$ cat config.mk
export PLATFORM = sky130hd
export DESIGN_NAME = txcd_decoder
export DESIGN_NICKNAME = d
export VERILOG_FILES = /design/src/hw/txcd_pkg.sv /design/src/hw/txcd_stream_if.sv /design/src/hw/txcd_decoder.sv /design/src/hw/txcd_skid_buf.sv
export SDC_FILE = /design/constraint.sdc
export NUM_CORES = 1
export LEC_CHECK = 0
export BUFFER_PORTS_ARGS = -buffer_cell sky130_fd_sc_hd__buf_2
export CAP_MARGIN = 40
export CORE_MARGIN = 2
export CORE_UTILIZATION = 33
export CTS_BUF_LIST = sky130_fd_sc_hd__clkbuf_4 sky130_fd_sc_hd__clkbuf_8 sky130_fd_sc_hd__clkbuf_16
export DETAILED_ROUTE_END_ITERATION = 16
export GPL_ROUTABILITY_DRIVEN = 0
export PLACE_DENSITY = 0.57
export RECOVER_POWER = 25
export SETUP_SLACK_MARGIN = 0.1
export SLEW_MARGIN = 5
export SYNTH_ARGS = -nofsm -noshare
export SYNTH_HDL_FRONTEND = slang
export SYNTH_SLANG_ARGS = --single-unit
$ cat constraint.sdc
create_clock -name clock_i -period 4.35 [get_ports clock_i]
set_input_delay 0.435 -clock clock_i [delete_from_list [all_inputs] [get_ports clock_i]]
set_output_delay 0.435 -clock clock_i [all_outputs]
set_load 0.02 [all_outputs]
$ cat src/hw/txcd_pkg.sv
// Package: field layout and constants of the transmit buffer command decoder
package txcd_pkg;
   localparam int          TXCD_DW            = 32;
   localparam int          TXCD_LEN_W         = 11;
   // Command word A fields
   localparam int          TXCD_A_OFS_HI      = 17;
   localparam int          TXCD_A_OFS_LO      = 16;
   localparam int          TXCD_A_FIRST_BIT   = 13;
   localparam int          TXCD_A_LAST_BIT    = 12;
   localparam int          TXCD_A_SIZE_HI     = 10;
   // Command word B fields
   localparam int          TXCD_B_CKREQ_BIT   = 14;
   localparam int          TXCD_B_LEN_HI      = 10;
   // Command B compare: length and the two control bits; checksum request and reserved excluded
   localparam logic [31:0] TXCD_B_CMP_MASK    = 32'h000037FF;
   localparam logic [10:0] TXCD_LEN_ZERO      = 11'h000;
   localparam logic [11:0] TXCD_SUM_ZERO      = 12'h000;
   localparam logic [3:0]  TXCD_BE_ALL        = 4'hF;
   localparam logic [3:0]  TXCD_BE_NONE       = 4'h0;
   localparam logic [31:0] TXCD_WORD_ZERO     = 32'h00000000;

   typedef enum logic [1:0] {
      TXCD_ST_CMDA,
      TXCD_ST_CMDB,
      TXCD_ST_DATA,
      TXCD_ST_ERR
   } txcd_state_t;
endpackage

$ cat src/hw/txcd_stream_if.sv
// Interface: word stream with byte enables and frame markers
`timescale 1ns/1ps
interface txcd_stream_if;
   logic        valid;
   logic        ready;
   logic [31:0] data;
   logic [3:0]  be;
   logic        sof;
   logic        eof;
   logic        ck;
   modport src (output valid, output data, output be, output sof, output eof, output ck,
                input ready);
   modport snk (input valid, input data, input be, input sof, input eof, input ck,
                output ready);
endinterface

$ cat src/hw/txcd_decoder.sv
// Top: decodes transmit buffer command words and extracts frame data
`timescale 1ns/1ps
//
// Contract
// RULE1: Command A bits 17:16 give start offset
// RULE2: Command A bit 13 marks frame start
// RULE3: Command A bit 12 marks frame end
// RULE4: Command A bits 10:0 give buffer bytes
// RULE5: Trailing pad bytes are never forwarded
// RULE6: Buffer sizes summed per frame, restarted
// RULE7: Sum unequal to frame length raises error
// RULE8: Host excludes offset and pad from size
// RULE9: Checksum needs request, first segment, enable
// RULE10: Host sets checksum request in first buffer
// RULE11: Command B bits 10:0 give frame length
// RULE12: Command B differing across frame raises error
// RULE13: Error flag goes to status and endpoint
// RULE14: Payload starts at third buffer word
// RULE15: Reserved command bits are ignored
module txcd_decoder
   import txcd_pkg::*;
(
   input  wire logic        clock_i,
   input  wire logic        rstn_i,
   input  wire logic [31:0] fifo_data_i,
   input  wire logic        fifo_valid_i,
   output logic             fifo_ready_o,
   input  wire logic        tx_checksum_engine_enable_i,
   output logic [31:0]      tli_data_o,
   output logic [3:0]       tli_be_o,
   output logic             tli_sof_o,
   output logic             tli_eof_o,
   output logic             tli_csum_o,
   output logic             tli_valid_o,
   input  wire logic        tli_ready_i,
   output logic             transmitter_error_flag_o,
   output logic             int_sts_txe_o,
   output logic             int_ep_txe_o
);
   ////////////////////////////////////////////////////////////////////////////
   txcd_stream_if dec_s ();
   txcd_stream_if tli_s ();

   txcd_state_t state_ff, nxt_state;
   logic [1:0]  ofs_ff, nxt_ofs;
   logic        first_ff, nxt_first;
   logic        last_ff, nxt_last;
   logic [11:0] left_ff, nxt_left;
   logic [11:0] sum_ff, nxt_sum;
   logic [31:0] cmdb_ff, nxt_cmdb;
   logic        in_frame_ff, nxt_in_frame;
   logic        ck_ff, nxt_ck;
   logic        dword_first_ff, nxt_dword_first;
   logic        err_ff, nxt_err;
   logic [11:0] frame_len;
   logic [11:0] avail;
   logic [11:0] take;
   logic [3:0]  be_lo, be_hi;
   logic        take_word;
   logic        mismatch_b;
   logic        bad_a;
   logic        size_zero;
   logic        first_missing;
   logic        first_extra;

   // Payload words are held off while the buffer is full, and all input for good after an error
   assign take_word    = fifo_valid_i && fifo_ready_o;
   assign fifo_ready_o = (state_ff == TXCD_ST_DATA) ? dec_s.ready : (state_ff != TXCD_ST_ERR);

   ////////////////////////////////////////////////////////////////////////////
   // Byte lanes of one payload word
   always_comb begin
      logic [2:0] lo;
      // First word starts at the offset lane, later words at lane 0
      lo    = dword_first_ff ? {1'b0, ofs_ff} : 3'h0;                        // RULE1
      avail = 12'(3'h4 - lo);
      take  = (left_ff < avail) ? left_ff : avail;
      be_lo = TXCD_BE_ALL << lo[1:0];
      // Lanes above the last counted byte are pad and stay disabled
      be_hi = TXCD_BE_ALL >> (3'h4 - 3'(lo + take[2:0]));                    // RULE5
      if (lo + take[2:0] == 3'h4) begin
         be_hi = TXCD_BE_ALL;
      end
   end

   assign dec_s.valid = (state_ff == TXCD_ST_DATA) && fifo_valid_i;
   assign dec_s.data  = fifo_data_i;
   assign dec_s.be    = be_lo & be_hi;
   assign dec_s.sof   = dword_first_ff && first_ff;                          // RULE2
   assign dec_s.eof   = (left_ff <= avail) && last_ff;                       // RULE3
   assign dec_s.ck    = ck_ff;

   ////////////////////////////////////////////////////////////////////////////
   // Command checks; reserved bits never enter a comparison
   // Command B bits 13:12 must match as well, bits 31:15 and 11 are reserved
   assign frame_len  = {1'b0, fifo_data_i[TXCD_B_LEN_HI:0]};                 // RULE11
   assign mismatch_b = in_frame_ff &&
                       ((fifo_data_i & TXCD_B_CMP_MASK) != (cmdb_ff & TXCD_B_CMP_MASK)); // RULE12 RULE15
   // Command A faults: empty buffer, or a first flag at odds with the frame state
   assign size_zero     = (fifo_data_i[TXCD_A_SIZE_HI:0] == TXCD_LEN_ZERO);          // RULE4
   assign first_missing = !in_frame_ff && !fifo_data_i[TXCD_A_FIRST_BIT];             // RULE2
   assign first_extra   = in_frame_ff && fifo_data_i[TXCD_A_FIRST_BIT];               // RULE2
   assign bad_a         = size_zero || first_missing || first_extra;

   always_comb begin
      logic [11:0] sum_new;
      logic        b_differs, len_wrong, len_early;
      nxt_state       = state_ff;
      nxt_ofs         = ofs_ff;
      nxt_first       = first_ff;
      nxt_last        = last_ff;
      nxt_left        = left_ff;
      nxt_sum         = sum_ff;
      nxt_cmdb        = cmdb_ff;
      nxt_in_frame    = in_frame_ff;
      nxt_ck          = ck_ff;
      nxt_dword_first = dword_first_ff;
      nxt_err         = err_ff;
      sum_new         = 12'(sum_ff + left_ff);
      b_differs       = 1'b0;
      len_wrong       = 1'b0;
      len_early       = 1'b0;
      unique case (state_ff)
         TXCD_ST_CMDA: if (take_word) begin
            nxt_ofs   = fifo_data_i[TXCD_A_OFS_HI:TXCD_A_OFS_LO];                 // RULE1
            nxt_first = fifo_data_i[TXCD_A_FIRST_BIT];                            // RULE2
            nxt_last  = fifo_data_i[TXCD_A_LAST_BIT];                             // RULE3
            nxt_left  = {1'b0, fifo_data_i[TXCD_A_SIZE_HI:0]};                    // RULE4 RULE8
            // A new frame restarts the running total
            if (fifo_data_i[TXCD_A_FIRST_BIT]) begin
               nxt_sum = TXCD_SUM_ZERO;                                           // RULE6
            end
            nxt_state = bad_a ? TXCD_ST_ERR : TXCD_ST_CMDB;
            nxt_err   = bad_a;
         end
         TXCD_ST_CMDB: if (take_word) begin
            sum_new = 12'(sum_ff + left_ff);                                      // RULE6
            if (first_ff) begin
               nxt_cmdb = fifo_data_i;
               // Checksum request honoured only on the opening buffer
               nxt_ck   = fifo_data_i[TXCD_B_CKREQ_BIT] && tx_checksum_engine_enable_i; // RULE9 RULE10
            end
            nxt_sum         = sum_new;
            nxt_dword_first = 1'b1;
            nxt_in_frame    = !last_ff;
            b_differs = !first_ff && mismatch_b;                                  // RULE12
            len_wrong = last_ff && (sum_new != frame_len);                        // RULE7
            // Total already reached without a last flag: the frame overruns
            len_early = !last_ff && (sum_new >= frame_len);                       // RULE7
            if (b_differs || len_wrong || len_early) begin
               nxt_err   = 1'b1;
               nxt_state = TXCD_ST_ERR;
            end else begin
               nxt_state = TXCD_ST_DATA;                                          // RULE14
            end
         end
         TXCD_ST_DATA: if (take_word) begin
            nxt_dword_first = 1'b0;
            nxt_left        = left_ff - take;                                     // RULE5
            // Remaining count fits the lanes left: last word of the buffer
            if (left_ff <= avail) begin
               nxt_state = TXCD_ST_CMDA;
            end
         end
         TXCD_ST_ERR: begin
            // Path is out of sync; only a reset recovers
            nxt_state = TXCD_ST_ERR;
         end
      endcase
   end

   // Decoder state; reset returns it to waiting for a command A
   always_ff @(posedge clock_i or negedge rstn_i) begin
      if (!rstn_i) begin
         state_ff       <= TXCD_ST_CMDA;
         ofs_ff         <= 2'h0;
         first_ff       <= 1'b0;
         last_ff        <= 1'b0;
         left_ff        <= TXCD_SUM_ZERO;
         sum_ff         <= TXCD_SUM_ZERO;
         cmdb_ff        <= TXCD_WORD_ZERO;
         in_frame_ff    <= 1'b0;
         ck_ff          <= 1'b0;
         dword_first_ff <= 1'b0;
         err_ff         <= 1'b0;
      end else begin
         state_ff       <= nxt_state;
         ofs_ff         <= nxt_ofs;
         first_ff       <= nxt_first;
         last_ff        <= nxt_last;
         left_ff        <= nxt_left;
         sum_ff         <= nxt_sum;
         cmdb_ff        <= nxt_cmdb;
         in_frame_ff    <= nxt_in_frame;
         ck_ff          <= nxt_ck;
         dword_first_ff <= nxt_dword_first;
         err_ff         <= nxt_err;
      end
   end

   ////////////////////////////////////////////////////////////////////////////
   // One sticky flag feeds both host-visible copies
   assign transmitter_error_flag_o = err_ff;
   assign int_sts_txe_o            = err_ff;                                 // RULE13
   assign int_ep_txe_o             = err_ff;                                 // RULE13

   // The buffer absorbs a receiver stall without losing a word
   txcd_skid_buf u_buf (
      .clock_i (clock_i),
      .rstn_i  (rstn_i),
      .in_s    (dec_s),
      .out_s   (tli_s)
   );

   assign tli_valid_o = tli_s.valid;
   assign tli_data_o  = tli_s.data;
   assign tli_be_o    = tli_s.be;
   assign tli_sof_o   = tli_s.sof;
   assign tli_eof_o   = tli_s.eof;
   assign tli_csum_o  = tli_s.ck;
   assign tli_s.ready = tli_ready_i;
endmodule

$ cat src/hw/txcd_skid_buf.sv
// Two-entry buffer between the decoder and the Ethernet transmit layer
`timescale 1ns/1ps
module txcd_skid_buf (
   input  wire logic clock_i,
   input  wire logic rstn_i,
   txcd_stream_if.snk in_s,
   txcd_stream_if.src out_s
);
   localparam int W = 39;
   logic [W-1:0] mem_ff [2];
   logic [W-1:0] nxt_mem [2];
   logic         wp_ff, nxt_wp, rp_ff, nxt_rp;
   logic [1:0]   cnt_ff, nxt_cnt;
   logic         push, pop;

   assign in_s.ready  = (cnt_ff != 2'h2);
   assign out_s.valid = (cnt_ff != 2'h0);
   assign push        = in_s.valid && in_s.ready;
   assign pop         = out_s.valid && out_s.ready;
   assign {out_s.data, out_s.be, out_s.sof, out_s.eof, out_s.ck} = mem_ff[rp_ff];

   always_comb begin
      nxt_mem = mem_ff;
      nxt_wp  = wp_ff;
      nxt_rp  = rp_ff;
      nxt_cnt = cnt_ff;
      if (push) begin
         nxt_mem[wp_ff] = {in_s.data, in_s.be, in_s.sof, in_s.eof, in_s.ck};
         nxt_wp         = ~wp_ff;
      end
      if (pop) begin
         nxt_rp = ~rp_ff;
      end
      if (push && !pop) begin
         nxt_cnt = cnt_ff + 2'h1;
      end else if (pop && !push) begin
         nxt_cnt = cnt_ff - 2'h1;
      end
   end

   always_ff @(posedge clock_i or negedge rstn_i) begin
      if (!rstn_i) begin
         mem_ff[0] <= '0;
         mem_ff[1] <= '0;
         wp_ff     <= 1'b0;
         rp_ff     <= 1'b0;
         cnt_ff    <= 2'h0;
      end else begin
         mem_ff <= nxt_mem;
         wp_ff  <= nxt_wp;
         rp_ff  <= nxt_rp;
         cnt_ff <= nxt_cnt;
      end
   end
endmodule

==> out/qor.csv <==
metric,value,unit
ant_nets,0,
synth_edf_count,0,
power.share.clock,23.2,%
cp_data_arrival_time,4.12,ns
cts_resized,0,
track_usage,16.4,%
crit_type,reg2reg,
grt_pass1_wl,28.0,mm
synth_top_area_cell,dfrtp_1,
die_width,149,µm
dp_hpwl,12.5,mm
viasPerCell,4.88,
drt_iter0_drc,280,
dr.pass1.iters,4,
finalWirelength,17.2,mm
yosysWarnings,0,
avgSynthCellArea,9.93,µm²
switching_share,40.3,%
synth_seq_cells,129,
synth_most_common_cell,nand2_1,
synth.top_cell.area_share,46.6,%
port_buffers,80,
hp-class,in2reg,
place_ws,0.570,ns
synth_area_leaders,"dfrtp_1 47%, nand2_1 8.2%, mux2_2 7.2%",
worst_path_largest_cell_delay,0.46,ns
path_cells,nand2_1 -> inv_1 -> ha_1 -> inv_1 -> ha_1 -> nor2b_1 -> o21ai_2 -> nand4_4 -> o21ai_1 -> ha_1 -> inv_1 -> fa_1 -> a211oi_1 -> nand2_1 -> nor2_1 -> a22oi_1 -> o22a_1,
seqPwrFrac,32.3,%
p_switching,2.57,mW
netlist_instances,697,
hold_buffers,1,
clock-root-buffer,clkbuf_16,
initial_core_util,33.9,%
timing.critical_path.buf_inv,3,
tritoncts,yes,
slew_violations,62,
fin_ws,0.532,ns
fin_worst_skew,0.0117,ns
pwr-share-comb,44.5,%
cts_sinks,129,
post-cts-setup-buffers,0,
wire_per_inst,16.1,µm
timing.fmax,262,MHz
overflow,0,
grt_max_degree,62,
drc,0,
power.leakage,4.03,nW
timing.hold.ws,0.218,ns
fin_crit,3.82,ns
power_density,769,nW/µm²
slew_headroom,-7.38,%
finalNonFillerCells,1064,
core_area,20400,µm²
startpoint_type,flip-flop,
worst_setup_path_end_kind,flip-flop,
clock_latency,0.42,ns
status,"complete, but fails checks",
fillers,2028,
synth.distinct_cells,63,
synth-async-reset-ratio,100,%
final_util,40.6,%
die_area,22200,µm²
synth_ff_type,dfrtp_1,
netlist_area,6920,µm²
io_pins,81,
ir_drop,219,µV
cp_slowest_cell,a211oi_1,
max_cap_viol_count,1,
path_delay_family,adder cells,
cp_max_fo,4,
ys_seq_area_share,46.6,%
antenna_found_initial,1,
setup_viol,0,
die_y,149,µm
worstPathRequired,4.66,ns
vias,5197,
hold_viol_final,0,
p_int,3.80,mW
syn2layout_area_growth,19.7,%
synth_nets,771,
fin_crit_sh,87.8,%
clkTransAtPathRegs,0.06,ns
yosys-top-cells-count,"152 x nand2_1, 129 x dfrtp_1, 60 x o21ai_1",
fin_setup_tns,0,ns
nNetsFinal,854,
rrSetupSlack,0.53,ns
final_area,8290,µm²
grt_pass1_vias,5127,
place_area,7700,µm²
cts_buffers,17,
grt_setup_unrepaired,false,
tightestPinTransition,1.61,ns
htreeDepth,4,
clock_path_buffers,2,
place_inst,1030,
row_count,52,
drive_gt1_share,22.7,%
p_total,6.37,mW
violations,"max-capacitance violations, max-slew violations",
-- sequential cells by signal (all words and copies together) (netlist names) --
register	flops
u_buf.rp_ff	1
ofs_ff	2
u_buf.wp_ff	1
last_ff	1
u_buf.mem_ff	78
sum_ff	12
left_ff	12
u_buf.cnt_ff	2
cmdb_ff	13
first_ff	1
dword_first_ff	1
int_ep_txe_o	1
ck_ff	1
state_ff	2
in_frame_ff	1
-- worst paths after layout --
path | startpoint | endpoint | cells past startpoint
worst min register to register | u_buf.mem_ff[75] | u_buf.mem_ff[75] | 2
worst max register to register | dword_first_ff | left_ff[6] | 17
max in group asynchronous | rstn_i | u_buf.rp_ff | 3
min in group asynchronous | rstn_i | u_buf.mem_ff[28] | 2
worst min-delay path | fifo_data_i[29] | u_buf.mem_ff[75] | 3
worst max-delay path | dword_first_ff | left_ff[6] | 17
-- cell families after synthesis --
family | count (synthesis) | share of synthesized area [%]
simple gates | 231 | 15.0
compound gates | 148 | 13.0
flops | 129 | 46.6
mux | 70 | 11.5
buf+inv | 55 | 3.14
fa+ha+maj | 37 | 7.01
xor+xnor | 27 | 3.72
-- metal layers --
| metal | up-vias | part of all wire, % | track usage, % |
|---|---|---|---|
| met5 | - | 0 | 0 |
| met4 | 0 | 1.5 | 5.19 |
| met3 | 17 | 4.3 | 3.73 |
| met2 | 85 | 46 | 26.0 |
| met1 | 2481 | 48 | 22.4 |
| li1 | 2614 | - | - |
-- worst reg2reg max path, delay by kind of cell (launching register included) --
family,cells,cell delay [ns]
adders and majority gates,4,1.16
AOI/OAI and AO/OA,5,1.14
and+or+nand+nor,5,0.83
DFF,1,0.41
buffers and inverters,3,0.18
-- power by group through the flow --
stage / clock network, mW / registers [mW] / logic (mW)
global route: 1.55 / 2.13 / 3.18
CTS: 1.51 / 2.06 / 2.87
floorplan: 0 / 1.94 / 2.16
global placement: 0 / 2.13 / 2.73
detailed placement: 0 / 2.08 / 2.85
finish: 1.48 / 2.06 / 2.84
-- cell usage in the layout, fill, tap and decap left out, drive strengths merged, types with 4 or more instances in the layout --
master	instances
a31oi	4
clkinvlp	5
buf	89
xnor2	10
a22o	8
dfrtp	129
inv	29
o21ai	71
clkbuf	20
nor2	26
a21oi	27
a21o	7
ha	34
xor2	16
and3	5
clkinv	4
nand2	152
nor4	5
nor2b	5
mux2	68
nor3	8
nand2b	8
nand4	4
nand3	6
a22oi	4
-- area by class of cell --
class                           instances  area (µm²)  area share, %
Multi-Input combinational cell        513        3490           42.1
Sequential cell                       129        3230           39.0
Tap cell                              270         338           4.08
Clock buffer                           17         425           5.13
Inverter                               26        97.6           1.18
Antenna cell                            1        2.50         0.0302
Timing Repair Buffer                   93         526           6.34
Clock inverter                         15         184           2.22
No activity file was read; power rests on OpenSTA's default activity.
